**config.mk**
```make
export PLATFORM = sky130hd
export DESIGN_NAME = accel_event_status_regs
export DESIGN_NICKNAME = d
export VERILOG_FILES = /design/src/accel_evt_pkg.sv /design/src/accel_event_status_regs.sv /design/src/orient_classifier.sv /design/src/orient_debounce.sv
export SDC_FILE = /design/constraint.sdc
export NUM_CORES = 1
export LEC_CHECK = 0
export BUFFER_PORTS_ARGS = -buffer_cell sky130_fd_sc_hd__buf_2
export CORE_MARGIN = 3
export CORE_UTILIZATION = 45
export CTS_CLUSTER_SIZE = 20
export DETAILED_ROUTE_END_ITERATION = 10
export GPL_ROUTABILITY_DRIVEN = 0
export PLACE_DENSITY_LB_ADDON = 0.1
export SLEW_MARGIN = 0
export SYNTH_ARGS = -nofsm -noshare
export SYNTH_HDL_FRONTEND = slang
export SYNTH_HIERARCHICAL = 1
export SYNTH_SLANG_ARGS = --single-unit
```
**constraint.sdc**
```tcl
create_clock -name clock_i -period 4.6 [get_ports clock_i]
set_input_delay 0.92 -clock clock_i [delete_from_list [all_inputs] [get_ports clock_i]]
set_output_delay 0.92 -clock clock_i [all_outputs]
set_load 0.02 [all_outputs]
```
**src/accel_evt_pkg.sv**
```systemverilog
// Constants shared by the event, orientation and output register group.
package accel_evt_pkg;

  // ----------------------------------------
  // Register addresses
  // ----------------------------------------
  localparam logic [7:0] ADDR_EVENT_A = 8'h00;
  localparam logic [7:0] ADDR_EVENT_B = 8'h01;
  localparam logic [7:0] ADDR_STATUS = 8'h02;
  localparam logic [7:0] ADDR_X_HIGH = 8'h03;
  localparam logic [7:0] ADDR_X_LOW = 8'h04;
  localparam logic [7:0] ADDR_Y_HIGH = 8'h05;
  localparam logic [7:0] ADDR_Y_LOW = 8'h06;
  localparam logic [7:0] ADDR_Z_HIGH = 8'h07;
  localparam logic [7:0] ADDR_Z_LOW = 8'h08;

  // ----------------------------------------
  // Field positions and reset values
  // ----------------------------------------
  localparam int XY_CHANGE_BIT = 6;
  localparam int Z_CHANGE_BIT = 7;
  localparam int READY_BIT = 0;
  localparam int SOFT_RESET_BIT = 4;
  localparam int CALIB_BIT = 4;
  localparam logic [7:0] EVENT_A_MASK = 8'hcf;
  localparam logic [7:0] RESET_BYTE = 8'h00;
  localparam logic [1:0] RESET_ORIENT = 2'h0;
  localparam logic [11:0] RESET_ACCEL = 12'h000;

  // ----------------------------------------
  // Orientation codes
  // ----------------------------------------
  localparam logic [1:0] XY_POS_X = 2'h0;
  localparam logic [1:0] XY_POS_Y = 2'h1;
  localparam logic [1:0] XY_NEG_X = 2'h2;
  localparam logic [1:0] XY_NEG_Y = 2'h3;

  // ----------------------------------------
  // Timing and thresholds
  // ----------------------------------------
  localparam int CLK_PERIOD_NS = 20;
  localparam int READ_PERIOD_NS = 10000000;
  localparam int READ_PERIOD_CYCLES = READ_PERIOD_NS / CLK_PERIOD_NS;
  localparam int ORIENT_BASE_COUNT = 16;
  localparam int XY_LIMIT_MILLI_G = 375;
  localparam int SENS_LSB_PER_G = 1024;
  localparam int XY_LIMIT_LSB = XY_LIMIT_MILLI_G * SENS_LSB_PER_G / 1000;

endpackage : accel_evt_pkg

```
**src/accel_event_status_regs.sv**
```systemverilog
// Event source, event clear, orientation status and axis output registers.
`timescale 1ns/100ps
// Contract
// - Addresses 0 and 1 read source registers, writes go to separate clear registers.
// - An interrupting event sets its source bit to one.
// - Host writes one to clear; device clears source bit, then the clear bit.
// - Writing zero to a clear bit leaves its source bit alone.
// - Shake flags for +X, -X, +Y, -Y sit at bits 0 to 3.
// - A set shake flag blocks further shake detection until cleared.
// - XY change flag at bit 6, Z change flag at bit 7.
// - Second source: tilt 7, Z 6, XY 5:4, ready 0, bits 3:1 zero.
// - XY code: 00 +X, 01 +Y, 10 -X, 11 -Y.
// - XY code updates only when larger XY magnitude exceeds the limit.
// - Z code holds tilt in upper bit and Z sign in lower bit.
// - Tilt sets tilt bit, freezes XY, reports Z vertical by sign.
// - Filtered codes change only after enough consecutive valid readings.
// - Readings at 100 Hz; count selects 16, 32, 64 or 128.
// - Data-ready sets whenever a new measurement completes.
// - Software reset bit resets the device for the current transfer.
// - Software reset never reaches the bus interface logic.
// - Status shows unfiltered XY in bits 1:0 and Z in 3:2.
// - Calibration-loaded bit 4 rises once loaded and cannot be cleared; the soft reset clears it here.
// - X is 12-bit two's complement split high byte, upper nibble of low.
// - Y at addresses 5 and 6, Z at 7 and 8, same format.
// - Interrupt pin low when any enabled source bit is set.
// - Source bits set regardless of mask enables.
module accel_event_status_regs #(
  parameter int READ_PERIOD = accel_evt_pkg::READ_PERIOD_CYCLES
) (
  // Clock and reset
  input wire logic clock_i,
  input wire logic resetn_i,
  // Register port from the serial interface
  input wire logic [7:0] reg_addr_i,
  input wire logic reg_wr_i,
  input wire logic reg_rd_i,
  input wire logic [7:0] reg_wdata_i,
  input wire logic xfer_active_i,
  output logic [7:0] reg_rdata_o,
  // Measurement and detection inputs
  input wire logic sample_valid_i,
  input wire logic [11:0] accel_x_i,
  input wire logic [11:0] accel_y_i,
  input wire logic [11:0] accel_z_i,
  input wire logic [3:0] shake_event_i,
  input wire logic calib_done_i,
  input wire logic [1:0] orient_consec_count_i,
  input wire logic [7:0] event_enable_a_i,
  input wire logic [2:0] event_enable_b_i,
  // Interrupt pin, open drain
  output logic irq_out_o,
  output logic irq_oe_o,
  // Device control
  output logic soft_reset_o,
  output logic [3:0] shake_block_o
);

  // ----------------------------------------
  // Storage
  // ----------------------------------------
  localparam int TICK_W = $clog2(READ_PERIOD + 1);

  logic [7:0] event_source_a;
  logic [7:0] event_clear_a;
  logic sample_ready_flag;
  logic sample_ready_clear;
  logic calib_loaded_flag;
  logic [1:0] xy_orient_instant;
  logic [1:0] z_orient_instant;
  logic [1:0] xy_orient_filtered;
  logic [1:0] z_orient_filtered;
  logic xy_change;
  logic z_change;
  logic [11:0] accel_x_value;
  logic [11:0] accel_y_value;
  logic [11:0] accel_z_value;
  logic [TICK_W-1:0] tick_count;
  logic read_tick;
  logic [1:0] cls_xy;
  logic [1:0] cls_z;
  logic cls_tilt;
  logic [7:0] event_source_b;
  logic [7:0] status_byte;
  logic [7:0] event_set_a;
  logic [7:0] next_source_a;
  logic wr_a;
  logic wr_b;
  logic [7:0] next_rdata;

  assign wr_a = reg_wr_i && reg_addr_i == accel_evt_pkg::ADDR_EVENT_A;
  assign wr_b = reg_wr_i && reg_addr_i == accel_evt_pkg::ADDR_EVENT_B;

  // ----------------------------------------
  // Software reset
  // ----------------------------------------
  always_ff @(posedge clock_i or negedge resetn_i) begin
    if (!resetn_i) begin
      soft_reset_o <= 1'b0;
    end else if (wr_b && reg_wdata_i[accel_evt_pkg::SOFT_RESET_BIT]) begin
      soft_reset_o <= 1'b1;
    end else if (!xfer_active_i) begin
      soft_reset_o <= 1'b0;
    end
  end

  // ----------------------------------------
  // Reading tick
  // ----------------------------------------
  always_ff @(posedge clock_i or negedge resetn_i) begin
    if (!resetn_i) begin
      tick_count <= '0;
      read_tick <= 1'b0;
    end else if (soft_reset_o) begin
      tick_count <= '0;
      read_tick <= 1'b0;
    end else if (tick_count == TICK_W'(READ_PERIOD - 1)) begin
      tick_count <= '0;
      read_tick <= 1'b1;
    end else begin
      tick_count <= tick_count + 1'b1;
      read_tick <= 1'b0;
    end
  end

  // ----------------------------------------
  // Axis outputs
  // ----------------------------------------
  always_ff @(posedge clock_i or negedge resetn_i) begin
    if (!resetn_i) begin
      accel_x_value <= accel_evt_pkg::RESET_ACCEL;
      accel_y_value <= accel_evt_pkg::RESET_ACCEL;
      accel_z_value <= accel_evt_pkg::RESET_ACCEL;
    end else if (soft_reset_o) begin
      accel_x_value <= accel_evt_pkg::RESET_ACCEL;
      accel_y_value <= accel_evt_pkg::RESET_ACCEL;
      accel_z_value <= accel_evt_pkg::RESET_ACCEL;
    end else if (sample_valid_i) begin
      accel_x_value <= accel_x_i;
      accel_y_value <= accel_y_i;
      accel_z_value <= accel_z_i;
    end
  end

  // ----------------------------------------
  // Orientation
  // ----------------------------------------
  orient_classifier u_classify (
    .x_i(accel_x_value),
    .y_i(accel_y_value),
    .z_i(accel_z_value),
    .xy_code_o(cls_xy),
    .z_code_o(cls_z),
    .tilt_o(cls_tilt)
  );

  orient_debounce u_xy_filter (
    .clock_i(clock_i),
    .resetn_i(resetn_i),
    .clear_i(soft_reset_o),
    .tick_i(read_tick),
    .valid_i(!cls_tilt),
    .cand_i(cls_xy),
    .count_sel_i(orient_consec_count_i),
    .filt_o(xy_orient_filtered),
    .change_o(xy_change)
  );

  orient_debounce u_z_filter (
    .clock_i(clock_i),
    .resetn_i(resetn_i),
    .clear_i(soft_reset_o),
    .tick_i(read_tick),
    .valid_i(1'b1),
    .cand_i(cls_z),
    .count_sel_i(orient_consec_count_i),
    .filt_o(z_orient_filtered),
    .change_o(z_change)
  );

  always_ff @(posedge clock_i or negedge resetn_i) begin
    if (!resetn_i) begin
      xy_orient_instant <= accel_evt_pkg::RESET_ORIENT;
      z_orient_instant <= accel_evt_pkg::RESET_ORIENT;
    end else if (soft_reset_o) begin
      xy_orient_instant <= accel_evt_pkg::RESET_ORIENT;
      z_orient_instant <= accel_evt_pkg::RESET_ORIENT;
    end else if (read_tick) begin
      if (!cls_tilt) begin
        xy_orient_instant <= cls_xy;
      end
      z_orient_instant <= cls_z;
    end
  end

  // ----------------------------------------
  // Event source and clear registers
  // ----------------------------------------
  assign event_set_a = {z_change, xy_change, 2'b00, shake_event_i};
  assign next_source_a = (event_source_a & ~event_clear_a) | event_set_a;

  always_ff @(posedge clock_i or negedge resetn_i) begin
    if (!resetn_i) begin
      event_source_a <= accel_evt_pkg::RESET_BYTE;
    end else if (soft_reset_o) begin
      event_source_a <= accel_evt_pkg::RESET_BYTE;
    end else begin
      event_source_a <= next_source_a;
    end
  end

  always_ff @(posedge clock_i or negedge resetn_i) begin
    if (!resetn_i) begin
      event_clear_a <= accel_evt_pkg::RESET_BYTE;
    end else if (soft_reset_o) begin
      event_clear_a <= accel_evt_pkg::RESET_BYTE;
    end else if (wr_a) begin
      event_clear_a <= reg_wdata_i & accel_evt_pkg::EVENT_A_MASK;
    end else begin
      event_clear_a <= accel_evt_pkg::RESET_BYTE;
    end
  end

  always_ff @(posedge clock_i or negedge resetn_i) begin
    if (!resetn_i) begin
      sample_ready_flag <= 1'b0;
      sample_ready_clear <= 1'b0;
    end else if (soft_reset_o) begin
      sample_ready_flag <= 1'b0;
      sample_ready_clear <= 1'b0;
    end else begin
      sample_ready_flag <= (sample_ready_flag & ~sample_ready_clear) | sample_valid_i;
      sample_ready_clear <= wr_b & reg_wdata_i[accel_evt_pkg::READY_BIT];
    end
  end

  always_ff @(posedge clock_i or negedge resetn_i) begin
    if (!resetn_i) begin
      calib_loaded_flag <= 1'b0;
    end else if (soft_reset_o) begin
      calib_loaded_flag <= 1'b0;
    end else if (calib_done_i) begin
      calib_loaded_flag <= 1'b1;
    end
  end

  always_ff @(posedge clock_i or negedge resetn_i) begin
    if (!resetn_i) begin
      shake_block_o <= 4'h0;
    end else begin
      shake_block_o <= soft_reset_o ? 4'h0 : next_source_a[3:0];
    end
  end

  // ----------------------------------------
  // Read data
  // ----------------------------------------
  assign event_source_b = {z_orient_filtered, xy_orient_filtered, 3'b000,
                           sample_ready_flag};
  assign status_byte = {3'b000, calib_loaded_flag, z_orient_instant,
                        xy_orient_instant};

  always_comb begin
    case (reg_addr_i)
      accel_evt_pkg::ADDR_EVENT_A: next_rdata = event_source_a;
      accel_evt_pkg::ADDR_EVENT_B: next_rdata = event_source_b;
      accel_evt_pkg::ADDR_STATUS: next_rdata = status_byte;
      accel_evt_pkg::ADDR_X_HIGH: next_rdata = accel_x_value[11:4];
      accel_evt_pkg::ADDR_X_LOW: next_rdata = {accel_x_value[3:0], 4'h0};
      accel_evt_pkg::ADDR_Y_HIGH: next_rdata = accel_y_value[11:4];
      accel_evt_pkg::ADDR_Y_LOW: next_rdata = {accel_y_value[3:0], 4'h0};
      accel_evt_pkg::ADDR_Z_HIGH: next_rdata = accel_z_value[11:4];
      accel_evt_pkg::ADDR_Z_LOW: next_rdata = {accel_z_value[3:0], 4'h0};
      default: next_rdata = accel_evt_pkg::RESET_BYTE;
    endcase
  end

  // The read port belongs to the bus side and is left alone by the soft reset.
  always_ff @(posedge clock_i or negedge resetn_i) begin
    if (!resetn_i) begin
      reg_rdata_o <= accel_evt_pkg::RESET_BYTE;
    end else if (reg_rd_i) begin
      reg_rdata_o <= next_rdata;
    end
  end

  // ----------------------------------------
  // Interrupt pin
  // ----------------------------------------
  always_ff @(posedge clock_i or negedge resetn_i) begin
    if (!resetn_i) begin
      irq_out_o <= 1'b0;
      irq_oe_o <= 1'b0;
    end else begin
      irq_out_o <= 1'b0;
      irq_oe_o <= |(event_source_a & event_enable_a_i) |
                  |(event_source_b[2:0] & event_enable_b_i);
    end
  end
endmodule : accel_event_status_regs

```
**src/orient_classifier.sv**
```systemverilog
// Instantaneous orientation decision from one set of axis readings.
`timescale 1ns/100ps
module orient_classifier #(
  parameter int LIMIT_LSB = accel_evt_pkg::XY_LIMIT_LSB
) (
  // Axis readings
  input wire logic signed [11:0] x_i,
  input wire logic signed [11:0] y_i,
  input wire logic signed [11:0] z_i,
  // Orientation codes
  output logic [1:0] xy_code_o,
  output logic [1:0] z_code_o,
  output logic tilt_o
);

  logic [11:0] mag_x;
  logic [11:0] mag_y;
  logic [11:0] mag_max;

  always_comb begin
    mag_x = x_i[11] ? 12'(-x_i) : 12'(x_i);
    mag_y = y_i[11] ? 12'(-y_i) : 12'(y_i);
    mag_max = (mag_x >= mag_y) ? mag_x : mag_y;
    if (mag_x >= mag_y) begin
      xy_code_o = x_i[11] ? accel_evt_pkg::XY_NEG_X : accel_evt_pkg::XY_POS_X;
    end else begin
      xy_code_o = y_i[11] ? accel_evt_pkg::XY_NEG_Y : accel_evt_pkg::XY_POS_Y;
    end
    tilt_o = (mag_max <= 12'(LIMIT_LSB));
    z_code_o = {tilt_o, z_i[11]};
  end

endmodule : orient_classifier

```
**src/orient_debounce.sv**
```systemverilog
// Consecutive-reading filter that commits a new orientation code.
`timescale 1ns/100ps
module orient_debounce (
  // Clock and resets
  input wire logic clock_i,
  input wire logic resetn_i,
  input wire logic clear_i,
  // Readings
  input wire logic tick_i,
  input wire logic valid_i,
  input wire logic [1:0] cand_i,
  input wire logic [1:0] count_sel_i,
  // Filtered result
  output logic [1:0] filt_o,
  output logic change_o
);

  logic [1:0] pend;
  logic [7:0] count;
  logic [7:0] needed;

  assign needed = 8'(accel_evt_pkg::ORIENT_BASE_COUNT) << count_sel_i;

  always_ff @(posedge clock_i or negedge resetn_i) begin
    if (!resetn_i) begin
      filt_o <= accel_evt_pkg::RESET_ORIENT;
      pend <= accel_evt_pkg::RESET_ORIENT;
      count <= 8'h00;
      change_o <= 1'b0;
    end else if (clear_i) begin
      filt_o <= accel_evt_pkg::RESET_ORIENT;
      pend <= accel_evt_pkg::RESET_ORIENT;
      count <= 8'h00;
      change_o <= 1'b0;
    end else begin
      change_o <= 1'b0;
      if (tick_i) begin
        if (!valid_i || cand_i == filt_o) begin
          count <= 8'h00;
        end else if (cand_i != pend) begin
          pend <= cand_i;
          count <= 8'h01;
        end else if (count + 8'h01 >= needed) begin
          filt_o <= cand_i;
          count <= 8'h00;
          change_o <= 1'b1;
        end else begin
          count <= count + 8'h01;
        end
      end
    end
  end

endmodule : orient_debounce

```
==> impl_metrics.toml <==
[status]
status = "complete, no violations"

[run]
maxCapViolations = 0

[power]
power_density_nw_per_um2 = 339
ir_worst_vdd_v = 0.000231
leakagePower_nw = 3.50

[global_routing]
antenna_found_initial = 0
grtUsageTotal_pct = 20.8
grt_start_max_net_pins = 60
grt_pass1_vias = 5391
overflow = 0
grt_pass1_wl_mm = 27.6

[timing]
fin_setup_tns_ps = 0
final_hold_viol_count = 0
finalWorstSetupSlack_ps = 513
clock_skew_ps = 12.3
min_period_ps = 4090
rsz0062_at_grt = "no"
clock.fmax_mhz = 245
fin_crit_sh_pct = 88.9
max_slew.worst_pin.slew_ps = 1140
setup_viol = 0
slew_viol_final = 0
relSlewSlack_pct = 23.9

[setup_path]
critPathMaxFanout = 8
regToRegSetupSlack_ps = 510
crit_path_end_kind = "flip-flop"
crit_required_ps = 4870
crit_type = "flip-flop to flip-flop"
r2r_start = "accel_x_value[0]"
crit_path_start = "accel_x_value[0]"
r2r_cells = 15
endpoint = "u_xy_filter/filt_o[1]"
start_kind = "flip-flop"
r2r-end = "u_xy_filter/filt_o[1]"
cp.arrival_ps = 4350

[logic_synthesis]
synth_ff_type = "dfrtp_1"
synthCells = 708
syn_area_um2 = 6820
async_flop_share_pct = 100
synth-edff-count = 0
avgSynthCellArea_um2 = 9.63
ys_seq_area_share_pct = 40.8
ys_ff_latch = 111
ys_warn_count = 6
synth_cell_types = 76

[hold_path]
hold_depth = 2
hold_class = "flip-flop to flip-flop"
worstHoldStart = "u_z_filter/change_o"

[cts]
holdBufCountCts = 0
insertion_delay_ps = 350
cts_tree = "built"
clock_path_buffers = 2
cts_sinks = 111
clk_pin_slew_worst_paths_ps = 80
cts_buffers = 9
h-tree-depth = 3
cts_resized = 0
postCtsSetupRepairBufs = 0
root_buffer = "clkbuf_16"

[route]
drt_iter0_markers = 375
wl_per_cell_um = 17.2
antenna_left = 0
firstDrtPassIters = 5
vias_per_cell = 5.65
drc = 0
wl_mm = 16.5
vias = 5433

[finish]
drive_gt1_share_pct = 16.3
fillers = 1357
fin_area_um2 = 7680
nets = 873
final_cell_mix = "dfrtp_1 (110), nor2_1 (102), buf_2 (83), mux2i_1 (55), nand2_1 (37)"
antenna_cells = 0
area_growth_pct = 12.7
layout_commonest_cell = "dfrtp_1"

[die]
coreArea_um2 = 14700
die_x_um = 129
start_util_pct = 46.4
die_h_um = 129
rows = 44
dieArea_um2 = 16700
io_pins = 91

[placed_design]
portBuffers = 84
post-dp-hpwl_mm = 12.0
place_area_um2 = 7330
pre_cts_ws_ps = 573
area by class of cell:
type                       count  area [um^2]  area share (%)
clock buffer                   9          225            2.93
clock inverter                 7          121            1.58
inverter                      26         97.6            1.27
multi-input combinational    534         3750            48.8
sequential                   111         2780            36.2
tap                          184          230            3.00
timing repair buffer          90          480            6.26
metrics by stage:
| step | util, % | power [mW] | hold slack [ps] | instances |
|---|---|---|---|---|
| 2_1_floorplan | - | 1.56 | 438 | 709 |
| 3_3_place_gp | 49.9 | 1.71 | 455 | 945 |
| 3_5_place_dp | 49.9 | 1.74 | 463 | 945 |
| 4_1_cts | 52.3 | 2.64 | 483 | 961 |
| 5_1_grt | 52.3 | 2.77 | 523 | 961 |
| 6_report | 52.3 | 2.60 | 479 | 961 |
report_power, final:
part | leakage [nW] | internal, mW | switching [mW]
clock | 0.168 | 0.495 | 0.392
combinational | 1.95 | 0.252 | 0.307
sequential | 1.38 | 1.04 | 0.114
metal layers:
metal / vias to the layer above / global-route usage, % / wire (um)
li1: 2672 / - / -
met1: 2602 / 31.2 / 8260
met2: 142 / 30.9 / 7230
met3: 17 / 3.92 / 820
met4: 0 / 5.44 / 229
met5: - / 0 / 0
state kept, by name, indices dropped and copies added, names as in the netlist, 2 cells and up:
register            flops
u_xy_filter/count       8
u_z_filter/filt_o       2
accel_y_value          12
accel_z_value          12
event_source_a          3
xy_orient_instant       2
shake_block_o           3
reg_rdata_o             8
u_z_filter/count        8
event_clear_a           6
u_xy_filter/filt_o      2
u_xy_filter/pend        2
z_orient_instant        2
tick_count             19
accel_x_value          12
u_z_filter/pend         2
how the worst min path moves through the flow:
stage / to / slack, ps
after global placement: event_source_a[7] / 450
final: event_source_a[7] / 480
after floorplan: event_source_a[6] / 440
after global routing: event_source_a[7] / 520
after CTS: event_source_a[6] / 480
after detailed placement: event_source_a[6] / 460
cells by family (layout without fill, tap and decap cells):
| group | count (synthesis) | in the layout | synth area share (%) |
|---|---|---|---|
| xor+xnor | 46 | 46 | 5.91 |
| fa+ha+maj | 25 | 25 | 4.59 |
| buf+inv | 64 | 132 | 4.31 |
| other cells | 2 | 3 | 0.110 |
| mux | 68 | 68 | 10.4 |
| simple gates | 279 | 279 | 21.8 |
| flops | 111 | 111 | 40.8 |
| compound gates | 113 | 113 | 12.1 |
worst max-delay path, stage by stage, from the launching register on:
cell	delay, ps
dfrtp_1	440
inv_1	90
ha_1	290
nand2b_1	180
xnor2_1	290
ha_1	300
a211o_1	250
a31oi_1	140
nor3_1	90
a2111oi_2	330
o21ai_2	130
mux2_4	350
xor2_1	220
o211a_1	350
nor3b_4	290
mux2i_1	240
cells in the mapped netlist, types with 11 or more instances:
| cell type | count | area [um^2] |
|---|---|---|
| dfrtp_1 | 111 | 2780 |
| nor2_1 | 102 | 383 |
| mux2i_1 | 55 | 551 |
| nand2_1 | 37 | 139 |
| inv_1 | 26 | 97.6 |
| ha_1 | 25 | 313 |
| nand3_1 | 23 | 115 |
| xnor2_1 | 23 | 201 |
| xor2_1 | 23 | 201 |
| a21oi_1 | 21 | 105 |
| nand2b_1 | 17 | 106 |
| clkbuf_1 | 16 | 60.1 |
| o21ai_0 | 14 | 70.1 |
| nor2b_1 | 13 | 81.3 |
| a22o_1 | 11 | 96.3 |
Note: power is estimated with default switching activity, not from simulation.
